**config.mk**
```make
export PLATFORM = sky130hd
export DESIGN_NAME = skip_and_file_op_execution
export DESIGN_NICKNAME = d
export VERILOG_FILES = /design/src/core/quarter_sequencer.v /design/src/core/skip_and_file_op_execution.v
export VERILOG_INCLUDE_DIRS = /design/src /design/src/core
export SDC_FILE = /design/constraint.sdc
export NUM_CORES = 1
export LEC_CHECK = 0
export CAP_MARGIN = 10
export CORE_MARGIN = 1
export CORE_UTILIZATION = 50
export CTS_CLUSTER_SIZE = 24
export DETAILED_ROUTE_END_ITERATION = 16
export DONT_BUFFER_PORTS = 1
export GPL_TIMING_DRIVEN = 0
export PLACE_DENSITY = 0.73
export SLEW_MARGIN = 25
export SYNTH_ARGS = -nofsm -noshare
export SYNTH_HDL_FRONTEND = slang
export SYNTH_SLANG_ARGS = --single-unit
```
**constraint.sdc**
```tcl
create_clock -name clk_i -period 1.6 [get_ports clk_i]
set_clock_uncertainty 0.05 [all_clocks]
set_input_delay 0.24 -clock clk_i [delete_from_list [all_inputs] [get_ports clk_i]]
set_output_delay 0.24 -clock clk_i [all_outputs]
set_load 0.03 [all_outputs]
```
**src/core/skip_exec_defs.vh**
```
/*
 Constants for the skip and complement execution block: opcode fields,
 quarter encodings, status bit position and reset values.
 Assumes a 14-bit instruction word and an 8-bit data path.
*/
`ifndef SKIP_EXEC_DEFS_VH
`define SKIP_EXEC_DEFS_VH
`define OPC_HI 13
`define OPC_LO 8
`define BIT_OPC_HI 13
`define BIT_OPC_LO 10
`define DEST_BIT 7
`define ADDR_HI 6
`define ADDR_LO 0
`define BSEL_HI 9
`define BSEL_LO 7
`define OPC_DECREMENT_SKIP 6'h0B
`define OPC_COMPLEMENT 6'h09
`define OPC_BIT_TEST_CLEAR 4'h6
`define QUARTERS_PER_CYCLE 4
`define ZERO_FLAG_BIT 2
`define RESET_ACC 8'h00
`define RESET_STATUS 8'h00
`define RESET_QUARTER 4'h1
`define RESET_ADDR 7'h00
`define RESET_DATA 8'h00
`endif

```
**src/core/quarter_sequencer.v**
```verilog
/*
 Quarter sequencer: divides the core clock into four one-hot quarters.
 Assumes clk_i is the oscillator clock and rstn_i an asynchronous reset.
*/
`timescale 1ns/1ps
`default_nettype none
`include "skip_exec_defs.vh"
module quarter_sequencer (
  input wire clk_i,
  input wire rstn_i,
  output wire [3:0] quarter_o
);
  reg [3:0] quarter;
  // Rotates decode, read, process and write quarters, one per clock.
  always @(posedge clk_i or negedge rstn_i) begin
    if (!rstn_i) begin
      quarter <= `RESET_QUARTER;
    end else begin
      quarter <= {quarter[2:0], quarter[3]};
    end
  end
  assign quarter_o = quarter;
endmodule
`default_nettype wire

```
**src/core/skip_and_file_op_execution.v**
```verilog
/*
 Executes the bit-test-skip-when-clear, decrement-skip-when-zero and
 complement-file-value instructions over four-quarter instruction cycles.
 Assumes the fetch path presents the current instruction word on instr_i
 through the whole cycle and file data on file_rdata_i in the read quarter.
*/
// Function
// - Bit test finding a one lets the next instruction run.
// - Bit test finding a zero discards the next instruction as a no-op.
// - Skipping bit test takes two instruction cycles, otherwise one.
// - Decrement-skip subtracts one from the file register, one or two cycles.
// - Decrement result goes to accumulator when destination clear, file when set.
// - Zero decrement result replaces next instruction by a no-op.
// - Zero decrement result takes two instruction cycles.
// - Complement inverts all file bits in one instruction cycle.
// - Complement result goes to file when destination set, accumulator when clear.
// - Each instruction cycle is four clocks: decode, read, process, write.
// - Byte operations route result by destination select bit.
`timescale 1ns/1ps
`default_nettype none
`include "skip_exec_defs.vh"
module skip_and_file_op_execution (
  input wire clk_i,
  input wire rstn_i,
  input wire [13:0] instr_i,
  input wire [7:0] file_rdata_i,
  output wire [6:0] file_addr_o,
  output wire file_rd_o,
  output reg file_we_o,
  output reg [7:0] file_wdata_o,
  output reg [7:0] acc_o,
  output reg [7:0] status_o,
  output wire cycle_end_o,
  output reg nop_cycle_o,
  output reg busy_o
);
  /*****************************************************************/
  /* Quarter timing                                                */
  /*****************************************************************/
  wire [3:0] quarter;
  quarter_sequencer u_seq (
    .clk_i(clk_i),
    .rstn_i(rstn_i),
    .quarter_o(quarter)
  );
  localparam Q_DECODE = 0;
  localparam Q_READ = 1;
  localparam Q_PROCESS = 2;
  localparam Q_WRITE = 3;
  assign cycle_end_o = quarter[Q_WRITE];
  /*****************************************************************/
  /* Decode                                                        */
  /*****************************************************************/
  wire is_dec = instr_i[`OPC_HI:`OPC_LO] == `OPC_DECREMENT_SKIP;
  wire is_com = instr_i[`OPC_HI:`OPC_LO] == `OPC_COMPLEMENT;
  wire is_btc = instr_i[`BIT_OPC_HI:`BIT_OPC_LO] == `OPC_BIT_TEST_CLEAR;
  wire dest_file = instr_i[`DEST_BIT];
  wire [2:0] bit_sel = instr_i[`BSEL_HI:`BSEL_LO];
  assign file_rd_o = quarter[Q_READ] & ~nop_cycle_o & (is_dec | is_com | is_btc);
  /*****************************************************************/
  /* File address register                                         */
  /*****************************************************************/
  // Holding the address until the next decode quarter ends lets a write back that
  // follows the write quarter still reach the register of its own instruction.
  reg [6:0] file_addr;
  always @(posedge clk_i or negedge rstn_i) begin
    if (!rstn_i) begin
      file_addr <= `RESET_ADDR;
    end else if (quarter[Q_DECODE]) begin
      file_addr <= instr_i[`ADDR_HI:`ADDR_LO];
    end
  end
  assign file_addr_o = file_addr;
  /*****************************************************************/
  /* Operand capture                                               */
  /*****************************************************************/
  // The operand is taken at the edge that ends the read quarter.
  reg [7:0] operand;
  always @(posedge clk_i or negedge rstn_i) begin
    if (!rstn_i) begin
      operand <= `RESET_DATA;
    end else if (quarter[Q_READ]) begin
      operand <= file_rdata_i;
    end
  end
  /*****************************************************************/
  /* Per-bit test for a clear bit                                  */
  /*****************************************************************/
  // The selected bit is tested through a one-hot mask so every bit has the same path.
  wire [7:0] bit_mask = 8'h01 << bit_sel;
  wire [7:0] bit_clear_hit;
  genvar g;
  generate
    for (g = 0; g < 8; g = g + 1) begin : g_bit_test
      assign bit_clear_hit[g] = bit_mask[g] & ~operand[g];
    end
  endgenerate
  /*****************************************************************/
  /* Processing                                                    */
  /*****************************************************************/
  reg [7:0] result;
  reg skip_pending;
  reg [7:0] next_result;
  reg next_skip;
  always @* begin
    next_result = operand;
    next_skip = 1'b0;
    if (is_dec) begin
      next_result = operand - 8'h01;
      next_skip = next_result == 8'h00;
    end else if (is_com) begin
      next_result = ~operand;
    end else if (is_btc) begin
      next_skip = |bit_clear_hit;
    end
  end
  always @(posedge clk_i or negedge rstn_i) begin
    if (!rstn_i) begin
      result <= `RESET_DATA;
    end else if (quarter[Q_PROCESS] && !nop_cycle_o) begin
      result <= next_result;
    end
  end
  // Clearing in the write quarter keeps a stale skip out of the discard cycle.
  always @(posedge clk_i or negedge rstn_i) begin
    if (!rstn_i) begin
      skip_pending <= 1'b0;
    end else if (quarter[Q_PROCESS] && !nop_cycle_o) begin
      skip_pending <= next_skip;
    end else if (quarter[Q_WRITE]) begin
      skip_pending <= 1'b0;
    end
  end
  /*****************************************************************/
  /* Write back                                                    */
  /*****************************************************************/
  wire write_now = quarter[Q_WRITE] & ~nop_cycle_o & (is_dec | is_com);
  wire result_zero = result == 8'h00;
  reg next_file_we;
  reg [7:0] next_file_wdata;
  reg [7:0] next_acc;
  reg [7:0] next_status;
  always @* begin
    next_file_we = 1'b0;
    next_file_wdata = file_wdata_o;
    next_acc = acc_o;
    next_status = status_o;
    if (write_now) begin
      if (dest_file) begin
        next_file_we = 1'b1;
        next_file_wdata = result;
      end else begin
        next_acc = result;
      end
      if (is_com) begin
        next_status[`ZERO_FLAG_BIT] = result_zero;
      end
    end
  end
  always @(posedge clk_i or negedge rstn_i) begin
    if (!rstn_i) begin
      acc_o <= `RESET_ACC;
    end else begin
      acc_o <= next_acc;
    end
  end
  always @(posedge clk_i or negedge rstn_i) begin
    if (!rstn_i) begin
      status_o <= `RESET_STATUS;
    end else begin
      status_o <= next_status;
    end
  end
  always @(posedge clk_i or negedge rstn_i) begin
    if (!rstn_i) begin
      file_we_o <= 1'b0;
      file_wdata_o <= `RESET_DATA;
    end else begin
      file_we_o <= next_file_we;
      file_wdata_o <= next_file_wdata;
    end
  end
  /*****************************************************************/
  /* Execute and discard sequencing                                */
  /*****************************************************************/
  // A discard cycle runs all four quarters, so a skip always costs one whole cycle.
  localparam ST_EXECUTE = 2'h1;
  localparam ST_DISCARD = 2'h2;
  reg [1:0] exec_state;
  reg [1:0] next_exec_state;
  always @* begin
    next_exec_state = exec_state;
    case (exec_state)
      ST_EXECUTE: begin
        if (quarter[Q_WRITE] && skip_pending) begin
          next_exec_state = ST_DISCARD;
        end
      end
      ST_DISCARD: begin
        if (quarter[Q_WRITE]) begin
          next_exec_state = ST_EXECUTE;
        end
      end
      default: begin
        next_exec_state = ST_EXECUTE;
      end
    endcase
  end
  always @(posedge clk_i or negedge rstn_i) begin
    if (!rstn_i) begin
      exec_state <= ST_EXECUTE;
      nop_cycle_o <= 1'b0;
      busy_o <= 1'b0;
    end else begin
      exec_state <= next_exec_state;
      nop_cycle_o <= next_exec_state == ST_DISCARD;
      busy_o <= next_exec_state == ST_DISCARD;
    end
  end
endmodule
`default_nettype wire

```
==> results.toml, run 1 <==
[hold_path]
min_from = "file_rdata_i[1]"
hold_path_class = "in -> reg"

[cells_and_area]
area_growth_syn_to_layout_pct = 18.3
layout_commonest_cell = "dfrtp_1"
nFillCells = 343
drive_gt1_share_pct = 41.6
final_cell_mix = "dfrtp_1, mux2_2, buf_4"
final_cells = 266
n_antenna_cell = 0
final_nets = 241

[grt]
grt_overflow = 0
grt_start_max_net_pins = 50
grt_pass1_wl_mm = 8.23
grtUsageMet2_pct = 38.1
antenna_found_initial = 0
use_met3_pct = 7.56
grt_pass1_vias = 1647
grt_usage_pct = 22.2
busiest_layer = "met2"
use_met1_pct = 24.0

[critical_path]
cp-start-kind = "register"
endpoint_kind = "register"
cp_max_fo = 5
cp_slowest_cell = "dfrtp_2"
cp_slowest_stage_delay_ns = 0.45
cp-startpoint = "operand[1]"
r2r_start = "operand[1]"
worstSetupPathType = "reg -> reg"
crit_chain = "or2_4, o41a_1, or4_1, nand3_1"
crit_required_ns = 1.80
worstPathArrival_ns = 1.87

[die]
die_x_um = 69.8
num_rows = 24
initial_utilization_pct = 52.5
coreArea_sq_um = 4380
ios = 60
die-area_sq_um = 4870
fp.dieH_um = 69.8

[synthesis]
netlist_instances = 188
synth_area_sq_um = 2300
synth.distinct_cells = 41
yosysWarnings = 0
ys_seq_area_share_pct = 53.4
ys_seq_elements = 49
avgSynthCellArea_sq_um = 12.2

[drt]
routedWlPerCell_um = 19.5
via_count = 1572
initialDrtViolationCount = 101
totalWireLength_mm = 5.18
viasPerCell = 5.91
drc = 0
drt_first_pass_iters = 4
ant_nets = 0

[cts]
numCtsBuffers = 5
cts_tree = "built"
clk_pin_slew_ns = 0.09
cts-root-buf = "clkbuf_8"
clock-sinks = 49
h-tree-depth = 2
clock_latency_ns = 0.31
cts.path.max_buffers = 2

[timing]
post-route-min-period_ns = 1.67
max_freq_mhz = 599
setup_slack_ns = -0.0701
hold_viol = 0
relSlewSlack_pct = 65.5
drv_slew = 0
hold_slack_ns = 0.00539
tightest_slew_ns = 0.511
period_share_pct = 104
setup_viol = 1
rsz0062_at_grt = "true"

[power_and_ir_drop]
power_leakage_uw = 0.00132
power_density_nw_per_um2 = 829
ir_drop_mv = 0.460
p_total_uw = 2260

[place]
dp_cells = 246
dp_hpwl_mm = 3.43
port_buffers = 0
routabilityCongestion = 0.897
pre_cts_slack_ns = -0.314

[run_status]
status = "complete, but fails checks"
failed_checks = "negative setup slack"

[run]
max_cap_viol_count = 0
routing by layer:
layer | vias to the layer above | routed length [um]
met5 | - | 0
met4 | 0 | 187
met3 | 22 | 449
met2 | 89 | 2740
met1 | 760 | 1810
li1 | 701 | -
cell type report:
type	instances	area (sq um)	share of cell area, %
clock inverters	1	30.0	1.10
well taps	52	65.1	2.39
clock buffers	7	86.3	3.17
flip-flops and latches	49	1240	45.5
plain buffers	14	95.1	3.50
repair buffers	13	124	4.55
multi-input cells	123	1060	38.8
inverters	7	26.3	0.966
path summary, 6_finish.rpt:
kind                            cells past startpoint  slack (ns)                 end
max in group asynchronous                           2        0.82  u_seq.quarter_o[0]
worst max register to register                      4       -0.07           result[5]
min in group asynchronous                           2        0.40           result[2]
worst max-delay path                                4       -0.07           result[5]
worst min-delay path                                2       0.005          operand[1]
worst min register to register                      0        0.36  u_seq.quarter_o[1]
critical path: cells and delay by family, from the launching register on:
family	cells	cell delay (ns)
DFF	1	0.45
and+or+nand+nor	3	0.76
AOI/OAI and AO/OA	1	0.34
report_power, final:
part           total (uW)  switching, uW  internal (uW)  leakage, uW
sequential           1240              0           1240     0.000611
combinational         102           67.0           34.6     0.000653
clock                 917            407            510    0.0000585
total                2260            474           1780      0.00132
cell usage after synthesis:
| cell type | instances | share of area [%] |
|---|---|---|
| inv_1 | 7 | 1.1 |
| o41a_1 | 1 | 0.49 |
| and4bb_2 | 1 | 0.54 |
| nand2_1 | 14 | 2.3 |
| nand4b_2 | 1 | 0.65 |
| nor4b_1 | 2 | 0.76 |
| nand3_1 | 4 | 0.87 |
| nor2b_2 | 1 | 0.38 |
| nor3b_1 | 2 | 0.65 |
| a41oi_1 | 1 | 0.38 |
| o21bai_1 | 1 | 0.33 |
| xor2_1 | 4 | 1.5 |
| nor4b_4 | 1 | 1.0 |
| clkbuf_1 | 6 | 0.98 |
| or4_1 | 1 | 0.33 |
| buf_4 | 8 | 2.6 |
| or3_2 | 1 | 0.33 |
| ha_1 | 4 | 2.2 |
| a31oi_1 | 1 | 0.27 |
| mux4_2 | 2 | 2.0 |
| or4_2 | 1 | 0.38 |
| o31ai_1 | 2 | 0.65 |
| nor4_1 | 3 | 0.82 |
| o21ai_0 | 8 | 1.7 |
| mux2i_1 | 3 | 1.3 |
| dfstp_2 | 2 | 2.3 |
| nor2b_1 | 1 | 0.27 |
| o211ai_1 | 4 | 1.3 |
| or2_2 | 1 | 0.27 |
| and2_2 | 1 | 0.33 |
| nor3_1 | 1 | 0.22 |
| buf_2 | 1 | 0.22 |
| nand2_4 | 1 | 0.49 |
| nor3b_4 | 1 | 0.82 |
| dfrtp_1 | 47 | 51 |
| xnor2_1 | 1 | 0.38 |
| a21oi_1 | 8 | 1.7 |
| nand2b_1 | 1 | 0.27 |
| mux2_2 | 29 | 14 |
| nor2_1 | 8 | 1.3 |
| conb_1 | 1 | 0.16 |
kinds of logic after synthesis:
| family | synth area share [%] |
|---|---|
| xor gates and xnor gates | 1.90 |
| adders and majority gates | 2.18 |
| and+or+nand+nor | 13.0 |
| DFF | 53.4 |
| buffers and inverters | 4.95 |
| muxes | 17.5 |
| other | 0.163 |
| AOI/OAI and AO/OA | 6.91 |
metrics by stage:
| stage | TNS, ns | area [sq um] | utilization, % |
|---|---|---|---|
| CTS | -0.0403 | 2670 | 61.0 |
| global placement | -3.26 | 2400 | 54.7 |
| floorplan | -0.393 | 2330 | - |
| finish | -0.0701 | 2720 | 62.0 |
| global route | -0.223 | 2720 | 62.0 |
| detailed placement | -4.23 | 2400 | 54.7 |
timing repair:
item                                    4_1_cts  5_1_grt
cloned                                        0        0
pin swaps                                     2        5
endpoints found under the hold margin        49        0
resized for setup                            17       13
endpoints found under the setup margin       22       13
buffers inserted                              9        2
hold buffers                                  2        0
sequential cells by signal, summed over array words and instances (netlist names):
signal,flops
status_o,1
result,8
file_we_o,1
busy_o,1
u_seq.quarter_o,4
exec_state,2
file_wdata_o,8
acc_o,8
skip_pending,1
file_addr_o,7
operand,8
No activity file was read; power rests on OpenSTA's default activity.
==> run 2, diff against run 1 <==
Settings changed: SYNTH_HIERARCHICAL set to 1.
==> run 2 against run 1 <==
Against the previous run: the run still ends with negative setup slack left; die area is 0.53% lower; final cell count is 1.1% lower; utilization is 1.2 points lower; routed wire length is 10% lower; register-to-register slack worse by 0.11 ns; clock-buffer cell count stayed put; first-iteration DRC count is 52% lower; clock power is 26% lower; synthesized cell count is 1.1% lower; critical path depth stayed put; largest cell class unchanged.
==> results.toml, run 2 <==
[power_and_ir_drop]
seq_power_share_pct = 61.3
p_sw_share_pct = 21.8
share_comb_of_total_power_pct = 5.0
power_leakage_uw = 0.00129
intPower_uw = 1580
p_total_uw = 2020
ir_drop_mv = 0.480
p_clk_share_pct = 33.7
switchingPower_uw = 439
power_density_nw_per_um2 = 757

[cts]
h-tree-depth = 2
cts.path.max_buffers = 2
numCtsBuffers = 5
clock-sinks = 49
cts-root-buf = "clkbuf_8"
clk_pin_slew_ns = 0.08
clock_latency_ns = 0.29
cts_tree = "built"

[critical_path]
r2r_cells = 4
crit_required_ns = 1.76
endpoint_kind = "register"
r2r_end = "result[7]"
worstSetupPathType = "reg -> reg"
worstPathArrival_ns = 1.94
cp_max_fo = 3
r2r_slack_ns = -0.18
cp-startpoint = "operand[1]"
cp-start-kind = "register"
r2r_start = "operand[1]"

[cells_and_area]
final_cell_mix = "dfrtp_1, mux2_2, buf_4"
finalInstanceArea_sq_um = 2670
drive_gt1_share_pct = 37.4
final_util_pct = 60.8
final_nets = 238
area_growth_syn_to_layout_pct = 16.6
layout_commonest_cell = "dfrtp_1"
n_antenna_cell = 0

[synthesis]
synth-compound-area-share_pct = 6.95
synth_common_cells = "dfrtp_1, mux2_2, nand2_1"
netlist.area_leader.share_pct = 51.4
yosys.area_share.adder_pct = 2.19
synth_area_sq_um = 2290
synth.distinct_cells = 42
ys_seq_elements = 49
synth_top_cell_by_area = "dfrtp_1"
synth_ff_type = "dfrtp_1"
synth-edff-count = 0
async_flop_share_pct = 100
synth_top_family_by_area = "multiplexers"
synthMuxAreaShare_pct = 17.7
ys_seq_area_share_pct = 53.7
synth_xor_area_share_pct = 1.91
netlist_instances = 186
yosys-top-cells-area = "dfrtp_1, mux2_2, buf_4"
yosys.area_share.simple_pct = 12.0
avgSynthCellArea_sq_um = 12.3
synth.most_common_cell = "dfrtp_1"
yosysWarnings = 6

[grt]
antenna_found_initial = 0
grt_pass1_wl_mm = 7.76
grt_start_max_net_pins = 50
grt_overflow = 0
grt_pass1_vias = 1613
grt_usage_pct = 20.6

[drt]
initialDrtViolationCount = 48
viasPerCell = 5.59
ant_nets = 0
via_count = 1471
totalWireLength_mm = 4.66
drt_first_pass_iters = 4
routedWlPerCell_um = 17.7
drc = 0

[die]
fp.dieH_um = 69.6
initial_utilization_pct = 52.2
ios = 60
die_x_um = 69.6
die-area_sq_um = 4850
num_rows = 24
coreArea_sq_um = 4380

[timing]
period_share_pct = 111
hold_viol = 0
post-route-min-period_ns = 1.78
drv_slew = 0
rsz0062_at_grt = "true"
setup_viol = 3
fin_setup_tns_ns = -0.392
setup_slack_ns = -0.178
max_freq_mhz = 562

[hold_path]
min_from = "file_rdata_i[1]"
hold_path_class = "in -> reg"
whs_path_depth = 2
min_to = "operand[1]"

[place]
dp_hpwl_mm = 3.29
postPlaceCellArea_sq_um = 2390
routabilityCongestion = 0.827
pre_cts_slack_ns = -0.468
port_buffers = 0

[run_status]
failed_checks = "negative setup slack"
status = "complete, but fails checks"

[run]
max_cap_viol_count = 0
==> run 2: cell count changes in the layout (fill, tap and decap cells not counted), moves of 2 or more <==
cell,delta
or3_1,+3
nand4_1,+2
nand2_1,-2
clkbuf_1,+2
buf_4,-2
nor3b_4,+2
o21ai_0,+3
o21a_1,+2
o211ai_1,-2
a31oi_1,+2
mux2_4,+8
mux2_2,-8
==> run 2: per-layer routing <==
| metal | vias up | routed length (um) | track usage (%) |
|---|---|---|---|
| met5 | - | 0 | 0 |
| met4 | 0 | 36 | 6.67 |
| met3 | 5 | 192 | 3.49 |
| met2 | 46 | 2490 | 36.7 |
| met1 | 731 | 1930 | 25.5 |
| li1 | 689 | - | - |
==> run 2: power by group through the flow <==
stage	Clock, uW	Sequential, uW	Combinational [uW]
after floorplan	0	1260	58.7
after global placement	0	1260	64.5
after detailed placement	0	1260	64.8
after CTS	711	1240	100
after global routing	754	1240	112
final	680	1240	101
==> run 2: worst max path at each step <==
stage / end / cells after the start / slack, ns
final: result[7] / 4 / -0.18
after global routing: result[5] / 4 / -0.24
after CTS: result[7] / 4 / -0.19
after detailed placement: acc_o[5] / 4 / -0.47
after global placement: acc_o[3] / 4 / -0.36
after floorplan: result[5] / 4 / -0.10
==> run 2: worst max-delay path, stage by stage (launching register included) <==
cell	delay [ns]
dfrtp_1	0.40
or4_4	0.55
o21a_1	0.20
or3_1	0.31
a31oi_1	0.18
==> run 2: stage by stage <==
stage	cells	hold slack (ns)
after global routing	263	0.0221
after floorplan	192	-0.106
after CTS	260	0.0148
after detailed placement	244	-0.105
final	263	0.0200
after global placement	244	-0.105
==> run 2: area by class of cell <==
type | count | area, sq um
clock buffer | 7 | 76.3
fill | 389 | 1720
buffer | 13 | 80.1
multi-input combinational | 121 | 1040
timing repair buffer | 13 | 135
clock inverter | 1 | 5.00
sequential | 49 | 1240
tap | 52 | 65.1
inverter | 7 | 28.8
==> run 2: cells by family after synthesis <==
family,Yosys count
other,1
AND/OR/NAND/NOR,44
buffers and inverters,22
XOR/XNOR,5
adder cells (fa/ha/maj),4
AO/OA/AOI/OAI,27
multiplexers,34
flip-flops,49
==> run 2: repair_timing <==
item,4_1_cts,5_1_grt
endpoints found under the setup margin,25,22
gates resized for setup,9,21
hold endpoints to repair,49,0
buffers inserted,7,4
cloned,0,0
hold buffers,2,0
pin swaps,2,10
